File: src/adcl_pkg.sv
/*
  Package for the converter control block: register offsets, field
  positions, reset values, state types.
  Assumes a 32-bit AXI4-Lite master and one 125 MHz clock.
*/
// What this block does
// - Light stop without async clock aborts conversion
// - Light stop without async clock leaves result registers unchanged
// - Aborted conversion needs a fresh trigger
// - Async clock: conversion runs through light stop
// - Async light stop: hardware trigger or continuous start
// - Completion sets flag (only on a compare hit when compare is enabled), interrupt when enabled
// - Deep stop disables and resets all registers
// - Config register field layout
// - Divide, resolution and clock source encodings
// - Control two: active, trigger, compare bits
// - Control two bits 3:0 read zero
// - Control one: flag, irq enable, continuous, channel
// - Channel select routes input, single conversion
// - High byte read locks result pair
// - Compare value registers hold threshold
// - Pin control bits disable digital pins
package adcl_pkg;
  localparam logic [7:0] OFS_CONFIG = 8'h00;
  localparam logic [7:0] OFS_CTRL_TWO = 8'h04;
  localparam logic [7:0] OFS_CTRL_ONE = 8'h08;
  localparam logic [7:0] OFS_RES_HIGH = 8'h0c;
  localparam logic [7:0] OFS_RES_LOW = 8'h10;
  localparam logic [7:0] OFS_CMP_HIGH = 8'h14;
  localparam logic [7:0] OFS_CMP_LOW = 8'h18;
  localparam logic [7:0] OFS_PIN_ONE = 8'h1c;
  localparam logic [7:0] OFS_PIN_TWO = 8'h20;
  // Config fields
  localparam int CFG_LOWPWR = 7;
  localparam int CFG_DIV_LO = 5;
  localparam int CFG_LSMP = 4;
  localparam int CFG_MODE_LO = 2;
  localparam int CFG_CLK_LO = 0;
  localparam logic [1:0] CLK_SRC_BUS = 2'h0;
  localparam logic [1:0] CLK_SRC_ASYNC = 2'h3;
  localparam logic [1:0] DIV_BY_ONE = 2'h0;
  localparam logic [1:0] MODE_EIGHT = 2'h0;
  localparam logic [1:0] MODE_TEN = 2'h2;
  // Control two / one fields
  localparam int CT2_ACTIVE = 7;
  localparam int CT2_TRIG = 6;
  localparam int CT2_CFE = 5;
  localparam int CT2_CGT = 4;
  localparam int CT1_DONE = 7;
  localparam int CT1_IRQEN = 6;
  localparam int CT1_CONT = 5;
  // Reset values
  localparam logic [7:0] CONFIG_RST = 8'h00;
  localparam logic [7:0] CTRL_TWO_RST = 8'h00;
  localparam logic [7:0] CTRL_ONE_RST = 8'h00;
  localparam logic [9:0] RESULT_RST = 10'h000;
  localparam logic [9:0] CMP_RST = 10'h000;
  localparam logic [7:0] PIN_RST = 8'h00;
  localparam logic [1:0] RESP_OKAY = 2'h0;
  localparam logic [1:0] RESP_SLVERR = 2'h2;

  typedef enum logic {CONV_IDLE = 1'b0, CONV_RUN = 1'b1} adcl_conv_t;
endpackage
File: src/adcl_ctrl.sv
/*
  Converter control block: AXI4-Lite register file, conversion
  sequencing, light and deep stop handling, result lock, compare.
  Assumes the analog front end and stop requests run on aclk.
*/
// Local design decisions: the register addresses and the AXI4-Lite interface to the registers.
`timescale 1ns/1ps
module adcl_ctrl (
  input wire logic aclk,
  input wire logic aresetn,
  input wire logic ce,
  input wire logic [7:0] s_axi_awaddr,
  input wire logic s_axi_awvalid,
  output logic s_axi_awready,
  input wire logic [31:0] s_axi_wdata,
  input wire logic [3:0] s_axi_wstrb,
  input wire logic s_axi_wvalid,
  output logic s_axi_wready,
  output logic [1:0] s_axi_bresp,
  output logic s_axi_bvalid,
  input wire logic s_axi_bready,
  input wire logic [7:0] s_axi_araddr,
  input wire logic s_axi_arvalid,
  output logic s_axi_arready,
  output logic [31:0] s_axi_rdata,
  output logic [1:0] s_axi_rresp,
  output logic s_axi_rvalid,
  input wire logic s_axi_rready,
  input wire logic light_stop_mode,
  input wire logic deep_stop_mode,
  input wire logic hw_trigger,
  input wire logic afe_done,
  input wire logic [9:0] afe_data,
  output logic afe_start,
  output logic afe_abort,
  output logic [4:0] channel_select,
  output logic [7:0] converter_config,
  output logic conv_active_flag,
  output logic conv_irq,
  output logic [15:0] pin_disable
);
  typedef struct packed {
    adcl_pkg::adcl_conv_t conv;
    logic [7:0] cfg;
    logic trig;
    logic cfe;
    logic cgt;
    logic done_flag;
    logic irq_en;
    logic cont;
    logic [4:0] ch;
    logic [9:0] res;
    logic [9:0] cv;
    logic [7:0] pc1;
    logic [7:0] pc2;
    logic lock;
    logic irq;
    logic start;
    logic abort;
    logic aw_have;
    logic [7:0] awaddr;
    logic w_have;
    logic [7:0] wdata;
    logic wstb;
    logic bvalid;
    logic [1:0] bresp;
    logic rvalid;
    logic [31:0] rdata;
    logic [1:0] rresp;
  } adcl_state_t;

  adcl_state_t st;
  adcl_state_t next_st;

  // Compare condition on converted value
  function automatic logic cmp_hit(input logic [9:0] val,
                                   input logic [9:0] thr,
                                   input logic gt);
    logic [10:0] diff;
    diff = {1'b0, val} - {1'b0, thr};
    cmp_hit = gt ? ~diff[10] : diff[10];
  endfunction

  // Valid register word address
  function automatic logic addr_ok(input logic [7:0] a);
    addr_ok = (a[1:0] == 2'h0) && (a <= adcl_pkg::OFS_PIN_TWO);
  endfunction

  logic is_async;
  logic halt;
  logic wr_fire;
  logic sw_start;
  logic hw_start;
  logic hit;
  logic [9:0] conv_val;

  assign s_axi_awready = !st.aw_have && !st.bvalid;
  assign s_axi_wready = !st.w_have && !st.bvalid;
  assign s_axi_arready = !st.rvalid;
  assign s_axi_bvalid = st.bvalid;
  assign s_axi_bresp = st.bresp;
  assign s_axi_rvalid = st.rvalid;
  assign s_axi_rdata = st.rdata;
  assign s_axi_rresp = st.rresp;
  assign afe_start = st.start;
  assign afe_abort = st.abort;
  assign channel_select = st.ch;
  assign converter_config = st.cfg;
  assign conv_active_flag = (st.conv == adcl_pkg::CONV_RUN);
  assign conv_irq = st.irq;
  assign pin_disable = {st.pc2, st.pc1};

  always_comb begin
    next_st = st;
    next_st.start = 1'b0;
    next_st.abort = 1'b0;
    is_async = (st.cfg[adcl_pkg::CFG_CLK_LO +: 2] ==
                adcl_pkg::CLK_SRC_ASYNC);
    halt = light_stop_mode && !is_async;
    wr_fire = st.aw_have && st.w_have && !st.bvalid;
    sw_start = 1'b0;
    conv_val = (st.cfg[adcl_pkg::CFG_MODE_LO +: 2] ==
                adcl_pkg::MODE_EIGHT) ? {2'h0, afe_data[9:2]} : afe_data;
    hit = !st.cfe || cmp_hit(conv_val, st.cv, st.cgt);
    // Address and data channels taken in either order
    if (s_axi_awvalid && s_axi_awready) begin
      next_st.aw_have = 1'b1;
      next_st.awaddr = s_axi_awaddr;
    end
    if (s_axi_wvalid && s_axi_wready) begin
      next_st.w_have = 1'b1;
      next_st.wdata = s_axi_wdata[7:0];
      next_st.wstb = s_axi_wstrb[0];
    end
    if (st.bvalid && s_axi_bready) begin
      next_st.bvalid = 1'b0;
    end
    if (st.rvalid && s_axi_rready) begin
      next_st.rvalid = 1'b0;
    end
    // Register write
    if (wr_fire) begin
      next_st.aw_have = 1'b0;
      next_st.w_have = 1'b0;
      next_st.bvalid = 1'b1;
      next_st.bresp = addr_ok(st.awaddr) ? adcl_pkg::RESP_OKAY :
                      adcl_pkg::RESP_SLVERR;
      if (st.wstb) begin
        case (st.awaddr)
          adcl_pkg::OFS_CONFIG: begin
            next_st.cfg = st.wdata;
          end
          adcl_pkg::OFS_CTRL_TWO: begin
            next_st.trig = st.wdata[adcl_pkg::CT2_TRIG];
            next_st.cfe = st.wdata[adcl_pkg::CT2_CFE];
            next_st.cgt = st.wdata[adcl_pkg::CT2_CGT];
          end
          adcl_pkg::OFS_CTRL_ONE: begin
            next_st.done_flag = 1'b0;
            next_st.irq_en = st.wdata[adcl_pkg::CT1_IRQEN];
            next_st.cont = st.wdata[adcl_pkg::CT1_CONT];
            next_st.ch = st.wdata[4:0];
            sw_start = !st.trig;
          end
          adcl_pkg::OFS_CMP_HIGH: begin
            next_st.cv[9:8] = st.wdata[1:0];
          end
          adcl_pkg::OFS_CMP_LOW: begin
            next_st.cv[7:0] = st.wdata;
          end
          adcl_pkg::OFS_PIN_ONE: begin
            next_st.pc1 = st.wdata;
          end
          adcl_pkg::OFS_PIN_TWO: begin
            next_st.pc2 = st.wdata;
          end
          default: begin
            next_st.cfg = next_st.cfg;
          end
        endcase
      end
    end
    // Register read
    if (s_axi_arvalid && s_axi_arready) begin
      next_st.rvalid = 1'b1;
      next_st.rresp = addr_ok(s_axi_araddr) ? adcl_pkg::RESP_OKAY :
                      adcl_pkg::RESP_SLVERR;
      case (s_axi_araddr)
        adcl_pkg::OFS_CONFIG: next_st.rdata = {24'h0, st.cfg};
        adcl_pkg::OFS_CTRL_TWO: begin
          next_st.rdata = {24'h0, (st.conv == adcl_pkg::CONV_RUN),
                           st.trig, st.cfe, st.cgt, 4'h0};
        end
        adcl_pkg::OFS_CTRL_ONE: begin
          next_st.rdata = {24'h0, st.done_flag, st.irq_en, st.cont, st.ch};
        end
        adcl_pkg::OFS_RES_HIGH: begin
          next_st.rdata = {30'h0, st.res[9:8]};
          next_st.lock = 1'b1;
        end
        adcl_pkg::OFS_RES_LOW: begin
          next_st.rdata = {24'h0, st.res[7:0]};
          next_st.lock = 1'b0;
        end
        adcl_pkg::OFS_CMP_HIGH: next_st.rdata = {30'h0, st.cv[9:8]};
        adcl_pkg::OFS_CMP_LOW: next_st.rdata = {24'h0, st.cv[7:0]};
        adcl_pkg::OFS_PIN_ONE: next_st.rdata = {24'h0, st.pc1};
        adcl_pkg::OFS_PIN_TWO: next_st.rdata = {24'h0, st.pc2};
        default: next_st.rdata = 32'h0;
      endcase
    end
    // Conversion completion; set wins over a clear this cycle
    hw_start = st.trig && hw_trigger;
    if (st.conv == adcl_pkg::CONV_RUN && afe_done && !halt) begin
      next_st.conv = adcl_pkg::CONV_IDLE;
      if (hit) begin
        next_st.done_flag = 1'b1;
        if (!st.lock) begin
          next_st.res = st.cfe ? (conv_val - st.cv) : conv_val;
        end
      end
      if (st.cont) begin
        next_st.conv = adcl_pkg::CONV_RUN;
        next_st.start = 1'b1;
      end
    end
    // New conversion start
    if (!halt && (sw_start ||
        (hw_start && st.conv == adcl_pkg::CONV_IDLE))) begin
      next_st.conv = adcl_pkg::CONV_RUN;
      next_st.start = 1'b1;
    end
    // Light stop abort on any clock source but async; a late done is dropped
    if (halt && st.conv == adcl_pkg::CONV_RUN) begin
      next_st.conv = adcl_pkg::CONV_IDLE;
      next_st.start = 1'b0;
      next_st.abort = 1'b1;
    end
    // Deep stop: disable and return to reset values
    if (deep_stop_mode) begin
      next_st.abort = (st.conv == adcl_pkg::CONV_RUN);
      next_st.start = 1'b0;
      next_st.conv = adcl_pkg::CONV_IDLE;
      next_st.cfg = adcl_pkg::CONFIG_RST;
      {next_st.trig, next_st.cfe, next_st.cgt} = 3'h0;
      {next_st.done_flag, next_st.irq_en, next_st.cont} = 3'h0;
      next_st.ch = adcl_pkg::CTRL_ONE_RST[4:0];
      next_st.res = adcl_pkg::RESULT_RST;
      next_st.cv = adcl_pkg::CMP_RST;
      next_st.pc1 = adcl_pkg::PIN_RST;
      next_st.pc2 = adcl_pkg::PIN_RST;
      next_st.lock = 1'b0;
    end
    next_st.irq = next_st.done_flag && next_st.irq_en;
  end

  always_ff @(posedge aclk) begin
    if (!aresetn) begin
      st <= '0;
    end else if (ce) begin
      st <= next_st;
    end
  end

  logic run;
  assign run = (st.conv == adcl_pkg::CONV_RUN);
endmodule

File: config.mk
export PLATFORM = sky130hd
export DESIGN_NAME = adcl_ctrl
export DESIGN_NICKNAME = d
export VERILOG_FILES = /design/src/adcl_pkg.sv /design/src/adcl_ctrl.sv
export SDC_FILE = /design/constraint.sdc
export NUM_CORES = 1
export LEC_CHECK = 0
export BUFFER_PORTS_ARGS = -buffer_cell sky130_fd_sc_hd__buf_2
export CORE_ASPECT_RATIO = 0.9
export CORE_MARGIN = 3
export CORE_UTILIZATION = 49
export CTS_BUF_LIST = sky130_fd_sc_hd__clkbuf_2
export DETAILED_ROUTE_END_ITERATION = 12
export PLACE_DENSITY = 0.84
export SLEW_MARGIN = 20
export SYNTH_ARGS = -nofsm -noshare
export SYNTH_HDL_FRONTEND = slang
export SYNTH_SLANG_ARGS = --single-unit
File: constraint.sdc
create_clock -name aclk -period 3.13 [get_ports aclk]
set_clock_uncertainty 0.15 [all_clocks]
set_input_delay 0.626 -clock aclk [delete_from_list [all_inputs] [get_ports aclk]]
set_output_delay 0.626 -clock aclk [all_outputs]
set_load 0.01 [all_outputs]
**Yosys cells after proc, flatten, opt, wreduce, memory -nomap -nowiden**

Cells that the tools add are included.

- Logic and storage cells: 164
- Bits in registers: 117
- Output and inout bits: 74
- Bits of input ports: 74

- $lt $le $gt $ge: 2
- Mux-type cells: 44
- Eq/ne operators: 16
- $add $sub $neg: 2
- Bitwise operators: 2
- Reduce and logical (&&, ||, !) cells: 70

Operators with widths:

| operator | count |
|---|---|
| 8-bit case mux with 9 select lines | 1 |
| 10-bit 2-to-1 mux | 6 |
| 57-bit 2-to-1 mux | 1 |
| 8-bit by 5-bit equality test with 1-bit output (second input constant) | 7 |
| 26-bit 2-to-1 mux | 2 |
| 8-bit 2-to-1 mux | 5 |
| 19-bit 2-to-1 mux | 2 |
| 35-bit 2-to-1 mux | 1 |
| 4-bit AND reduction | 8 |
| 2-bit nonzero test | 16 |
| 8-bit by 4-bit equality test with 1-bit output (second input constant) | 3 |
| 1-bit logical AND | 19 |
| 2-bit AND reduction | 9 |
| 1-bit 2-to-1 mux | 17 |
| 8-bit by 3-bit equality test with 1-bit output (second input constant) | 2 |
| 8-bit by 6-bit equality test with 1-bit output (second input constant) | 2 |
| 8-bit by 6-bit <= comparator with 1-bit output (second input constant) | 2 |
| 8-bit logical NOT | 2 |
| 10-bit by 10-bit subtractor with 11-bit output | 1 |
| 2-bit 2-to-1 mux | 5 |
| 10-bit subtractor | 1 |
| 9-bit 2-to-1 mux | 1 |
| 1-bit logical NOT | 8 |
| 2-bit logical NOT | 3 |
| 9 further kinds | 12 |

**Depth between registers and ports, before layout**

Gate-level depths: netlist (run 1).

- Word-level depth: 10
- Mapped depth: 11
- Mapped depth without buffers: 10

**Worst setup path after synthesis (run 1)**

Ideal clock, no wire load.

- Kind: register to register
- Start: register st, in the netlist converter_config[3]
- End: register st[91] in the netlist's numbering
- Cell stages (with the launch flop): 11
- Path slack: 0.227 ns
- Library setup time: 0.118 ns
- Data arrival time: 2.635 ns
- Period minus slack after synthesis: 2.903 ns
- Data required time: 2.862 ns
- Buffers on the path: 1
- Cells stage by stage: dfxtp_1 > nor2_2 > mux2_2 > ha_1 > buf_6 > a211oi_4 > or3_1 > nand3_1 > o41a_1 > and2_2 > o2bb2ai_1

- Cells in the longest elaborated chain, start to end: 8
- Elaborated cells on any way between the ends: 14
- Those cells by class: add/sub: 2; mux: 7; bitwise: 1; reduce/logical: 4

Ends and longest elaborated chain:

| item | line | source |
|---|---|---|
| start, declared | adcl_ctrl.sv:72 | `adcl_state_t st;` |
| start signal, assigned | adcl_ctrl.sv:261 | `st <= next_st;` |
| 2-bit logical NOT (*) | adcl_ctrl.sv:122 | `conv_val = (st.cfg[adcl_pkg::CFG_MODE_LO +: 2] ==` |
| 10-bit 2-to-1 mux (*) | adcl_ctrl.sv:123 | `adcl_pkg::MODE_EIGHT) ? {2'h0, afe_data[9:2]} : afe_data;` |
| 10-bit subtractor / 10-bit by 10-bit subtractor with 11-bit output (equally long branches) | adcl_ctrl.sv:219, adcl_ctrl.sv:80 |  |
| 10-bit 2-to-1 mux / 1-bit NOT (equally long branches) | adcl_ctrl.sv:219, adcl_ctrl.sv:81 |  |
| 10-bit 2-to-1 mux / 1-bit 2-to-1 mux (equally long branches) | adcl_ctrl.sv:218, adcl_ctrl.sv:81 |  |
| 10-bit 2-to-1 mux / 1-bit logical OR (equally long branches) | adcl_ctrl.sv:216, adcl_ctrl.sv:124 |  |
| 10-bit 2-to-1 mux / 2-bit nonzero test (equally long branches) | n/a |  |
| 57-bit 2-to-1 mux / 4-bit AND reduction (equally long branches) | n/a |  |

Mark *: on every way between the ends. The rest lies on a longest branch, timed or not. The select of a mux whose other input is x is not followed.
A chain may end at the register's enable or synchronous reset.

**Final worst setup path (run 1)**

- Start: register st, in the netlist converter_config[3]
- End: register st[87] in the netlist's numbering

The elaborated chain is that of the path after synthesis.

==> impl_metrics.json, run 1 <==
{
  "fillers": 994,
  "grt_max_degree": 35,
  "gr-total-overflow": 0,
  "start_util": 0.514,
  "synthAdderAreaFrac": 0.0269,
  "syn_to_final_growth_pct": 6.46,
  "grt_usage": 0.240,
  "die_w_um": 117,
  "required_ps": 3480,
  "placed_area_um2": 5610,
  "vias": 4861,
  "root_buffer": "clkbuf_2",
  "cts_tree": "done",
  "slew-limit-headroom": 0.521,
  "cp_max_fo": 10,
  "grt_pass1_wl_mm": 23.3,
  "multiInputGateArea_um2": 3000,
  "muxShareOfSynthArea": 0.0531,
  "min_period_ps": 3000,
  "fp.dieArea_um2": 12300,
  "finalPower_mw": 2.10,
  "maxCapViolCount": 0,
  "avgSynthCellArea_um2": 8.39,
  "p_leak_nw": 2.27,
  "synth_top_family_by_area": "simple AND/OR/NAND/NOR gates",
  "gr-usage-met2": 0.393,
  "async_reset_ff_frac": 0,
  "tightest_slew_ps": 712,
  "worstPathArrival_ps": 3350,
  "insertedDiodeCount": 0,
  "clock.fmax_mhz": 334,
  "hold_class": "primary input to flip-flop",
  "synth-edff-count": 0,
  "rsz0062_at_grt": "false",
  "antenna_found_initial": 0,
  "finalSetupTns_ps": 0,
  "final_nets": 779,
  "core_region_area_um2": 10500,
  "gr-usage-met1": 0.331,
  "vias_per_cell": 5.87,
  "ant_nets": 0,
  "rows": 35,
  "clock_path_buffers": 2,
  "htreeDepth": 3,
  "die_h_um": 106,
  "grt.busiest_layer": "met2",
  "layout_commonest_cell": "buf_2",
  "fin_area_um2": 5750,
  "startpoint_type": "flip-flop",
  "synth_cell_types": 68,
  "setup_viol": 0,
  "path_clk_slew_ps": 280,
  "netlist_instances": 644,
  "seq_area_um2": 1820,
  "yosysSeqAreaShare": 0.337,
  "clock-sinks": 91,
  "synth_warnings": 0,
  "synth-simple-area-share": 0.227,
  "clk_latency_ps": 580,
  "synthFlopType": "dfxtp_1",
  "wl_mm": 14.8,
  "io-pin-count": 148,
  "drt_iter0_drc": 575,
  "ir_drop_mv": 0.234,
  "power_density_nw_per_um2": 365,
  "route.detailed.drc": 0,
  "synth_compound_area_frac": 0.225,
  "synthXorXnorAreaFrac": 0.00487,
  "finalHoldViolations": 0,
  "synth_seq_cells": 91,
  "grtUsageMet3": 0.0436,
  "grt_pass1_vias": 4535,
  "status": "completed",
  "dr.pass1.iters": 5,
  "routabilityCongestion": 0.936,
  "port_buffers": 94,
  "mostFrequentLayoutCells": "buf_2, dfxtp_1, nand2_1",
  "syn-cell-area_um2": 5400,
  "worst_setup_path_end_kind": "flip-flop",
  "wl_per_cell_um": 17.9,
  "final_max_slew_viol_count": 0,
  "dp_hpwl_mm": 11.5,
  "drive_gt1_frac": 0.213,
  "critPathKind": "flip-flop to flip-flop",
  "cts_buffers": 9,
  "period_share": 0.958
}
==> cell type report <==
class                   count  share of cell area
multi-input cells         470               0.521
inverters                  15             0.00979
clock buffers              10             0.00871
clock inverters             6              0.0141
repair buffers            107               0.101
flip-flops and latches     91               0.317
well taps                 129              0.0281
==> kinds of logic after synthesis <==
group / count (synthesis)
AO/OA/AOI/OAI: 169
XOR/XNOR: 3
adder cells (fa/ha/maj): 11
buffers and inverters: 108
flip-flops: 91
multiplexers: 27
other: 1
AND/OR/NAND/NOR: 234
==> registers in the layout (all words and copies together) (netlist names) <==
register          flops
channel_select        5
afe_abort             1
s_axi_rvalid          1
conv_irq              1
s_axi_bvalid          1
pin_disable          16
s_axi_bresp           1
conv_active_flag      1
converter_config      8
afe_start             1
s_axi_rdata           8
s_axi_rresp           1
st                   46
==> metal layers <==
layer  wire length [µm]  up-vias
met5                  0        -
li1                   -     2310
met4                254        0
met2               6910      226
met1               6590     2300
met3               1090       25
==> worst paths after layout <==
kind / start / endpoint / slack [ps] / depth (start not counted)
setup / recovery: converter_config[3] / st[87] / 130 / 10
hold / removal: s_axi_awaddr[0] / st[48] / 90 / 3
setup reg to reg: converter_config[3] / st[87] / 130 / 10
hold reg to reg: s_axi_rdata[3] / s_axi_rdata[3] / 330 / 2
==> cell usage after synthesis, drive strengths merged (4+ instances only) <==
cell type  instances  area (µm²)
a22oi             38         285
o211ai             6        45.0
nor4               4        31.3
o21a               7        52.6
dfxtp             91        1820
clkbuf            22        82.6
nand2             83         312
mux2              13         146
nor3               8        51.3
a21oi             17        88.8
a31oi              6        37.5
nor2b             49         307
o31ai              5        42.5
a211oi             4        42.5
mux2i             14         140
and3               8        50.1
nor2              27         104
o21ai             25         129
ha                10         125
o22ai              4        25.0
inv               15        56.3
a221oi             5        43.8
and2               7        45.1
a21boi            31         233
buf               71         537
nand3             17        85.1
o2bb2ai            5        43.8
nand2b             9        56.3
==> through the flow <==
stage                util  setup slack [ps]  hold WS, ps  instances
floorplan               -               227          276        669
finish              0.547               132         91.8        828
CTS                 0.546              82.0         65.4        827
detailed placement  0.534              51.6          289        811
global route        0.547              31.0         35.6        828
global placement    0.534               104          284        811
==> power by group <==
part	switching (mW)	internal [mW]	leakage, nW
clock	0.433	0.206	0.0803
combinational	0.154	0.0989	1.45
sequential	0.0254	1.18	0.736
total	0.613	1.48	2.27
==> critical path: stages (launching register included) <==
cell,delay (ps)
dfxtp_2,400
nor2_2,140
buf_12,150
mux2_2,360
ha_1,350
a211oi_4,290
or3_1,140
nand3_1,90
o41a_1,440
buf_4,170
mux2_2,250
==> repair_timing <==
| action | 4_1_cts | 5_1_grt |
|---|---|---|
| gates resized for setup | 0 | 1 |
| setup buffers | 0 | 1 |
| hold buffers | 0 | 0 |
| endpoints found under the setup margin | 0 | 8 |
No activity file was read; power rests on OpenSTA's default activity.
==> run 2: changes to the inputs <==
--- a/config.mk
+++ b/config.mk
@@ -6,12 +6,15 @@
 export NUM_CORES = 1
 export LEC_CHECK = 0
 export BUFFER_PORTS_ARGS = -buffer_cell sky130_fd_sc_hd__buf_2
+export CELL_PAD_IN_SITES_DETAIL_PLACEMENT = 0
+export CELL_PAD_IN_SITES_GLOBAL_PLACEMENT = 1
 export CORE_ASPECT_RATIO = 0.9
 export CORE_MARGIN = 3
-export CORE_UTILIZATION = 49
+export CORE_UTILIZATION = 36
 export CTS_BUF_LIST = sky130_fd_sc_hd__clkbuf_2
 export DETAILED_ROUTE_END_ITERATION = 12
-export PLACE_DENSITY = 0.84
+export PLACE_DENSITY = 0.85
+export REMOVE_ABC_BUFFERS = 1
 export SLEW_MARGIN = 20
 export SYNTH_ARGS = -nofsm -noshare
 export SYNTH_HDL_FRONTEND = slang
==> run 2 against run 1 <==
  * First-iteration DRC count shrank 26%
  * Cell count grew 9.3%
  * Worst hold slack gained 48 ps
  * Non-clock buffer count grew 13
  * Critical path depth is the same
  * Final area grew 3.1%
  * Wire length grew 3.0%
  * Sequential power is essentially flat
  * Critical endpoint is now st[92]
  * Via count shrank 2.5%
  * Sequential share of layout area shrank 0.94 points
==> impl_metrics.json, run 2 (synthesis results as in run 1) <==
{
  "status": "completed",
  "final_max_slew_viol_count": 0,
  "p_leak_nw": 2.31,
  "power_density_nw_per_um2": 344,
  "clk_latency_ps": 540,
  "clock.fmax_mhz": 336,
  "clock_path_buffers": 2,
  "cp_max_fo": 10,
  "gr-total-overflow": 0,
  "finalHoldViolations": 0,
  "vias_per_cell": 5.24,
  "final_nets": 792,
  "critPathKind": "flip-flop to flip-flop",
  "hold_class": "primary input to flip-flop",
  "crit_buf_inv": 1,
  "worstPathArrival_ps": 3280,
  "cp_slowest_cell": "o41a_1",
  "root_buffer": "clkbuf_2",
  "cts_buffers": 9,
  "ir_drop_mv": 0.187,
  "cts_tree": "done",
  "cts_hold_buf": 0,
  "antenna_found_initial": 0,
  "crit_chain": "nor2_2 > buf_12 > mux2_2 > ha_1 > o211ai_1 > a21oi_2 > o21a_1 > o41a_1 > and2_2 > o2bb2ai_1",
  "dr.pass1.iters": 5,
  "dp_hpwl_mm": 11.9,
  "layout_setup_ws_ps": 153,
  "dp_cells": 889,
  "htreeDepth": 3,
  "fin_util": 0.413,
  "path_clk_slew_ps": 240,
  "route.detailed.drc": 0,
  "routabilityCongestion": 0.892,
  "startpoint_type": "flip-flop",
  "slew-limit-headroom": 0.484,
  "fin_cells": 905,
  "setup_viol": 0,
  "tightest_slew_ps": 767,
  "grt_max_degree": 34,
  "fp.dieArea_um2": 16500,
  "grt_usage": 0.184,
  "placed_area_um2": 5790,
  "insertedDiodeCount": 0,
  "fin_area_um2": 5930,
  "rsz0062_at_grt": "false",
  "die_h_um": 122,
  "top_register": "st",
  "place_ws_ps": 19.0,
  "cp_slowest_stage_delay_ps": 490,
  "syn_to_final_growth_pct": 9.73,
  "postCtsSetupBuffers": 0,
  "die_w_um": 135,
  "maxCapViolCount": 0,
  "core_region_area_um2": 14400,
  "period_share": 0.951,
  "port_buffers": 94,
  "mostFrequentLayoutCells": "buf_2, dfxtp_1, nand2_1",
  "vias": 4740,
  "grt_pass1_wl_mm": 23.6,
  "clock-sinks": 91,
  "rows": 41,
  "required_ps": 3430,
  "worst_setup_path_end_kind": "flip-flop",
  "fillers": 1553,
  "drt_iter0_drc": 424,
  "finalSetupTns_ps": 0,
  "ant_nets": 0,
  "wl_mm": 15.3,
  "largest_reg_flops": 46,
  "drive_gt1_frac": 0.229,
  "io-pin-count": 148,
  "crit_family": "compound AO/OA/AOI/OAI gates",
  "grt_pass1_vias": 4298,
  "wl_per_cell_um": 16.9,
  "layout_commonest_cell": "buf_2",
  "start_util": 0.376,
  "cts_resized": 0,
  "min_period_ps": 2980
}
[run 2: power by group]
part           leakage, nW  switching [mW]  internal, mW
Clock               0.0607           0.391         0.179
Combinational         1.51           0.155         0.108
Sequential           0.736          0.0252          1.18
[run 2: path summary, 6_finish.rpt]
path | slack (ps) | from | depth (start not counted) | to
max | 150 | converter_config[3] | 10 | st[92]
min | 140 | s_axi_wdata[4] | 3 | st[43]
max reg2reg | 150 | converter_config[3] | 10 | st[92]
min reg2reg | 330 | s_axi_rdata[2] | 2 | s_axi_rdata[2]
[run 2: cell type report]
type | count | area (µm²) | share of cell area
multi-input cells | 470 | 3020 | 0.510
flip-flops and latches | 91 | 1820 | 0.308
repair buffers | 120 | 678 | 0.114
well taps | 193 | 241 | 0.0408
clock inverters | 6 | 56.3 | 0.00950
inverters | 15 | 56.3 | 0.00950
clock buffers | 10 | 50.0 | 0.00845
[run 2: layer usage]
metal,vias to the layer above,wire (µm),GRT usage
met1,2203,7310,0.273
li1,2339,-,-
met2,192,6680,0.280
met3,6,1240,0.0376
met4,0,74,0.0302
met5,-,0,0
[run 2: per-stage QoR]
step / power, mW / hold slack [ps]
final: 2.04 / 140
after global routing: 2.13 / 102
after CTS: 2.04 / 105
after detailed placement: 1.48 / 291
after global placement: 1.48 / 285
after floorplan: 1.35 / 282
[run 2: tightest hold or removal path: stages]
cell	delay (ps)
buf_2	100
nand2_1	40
a21boi_0	60
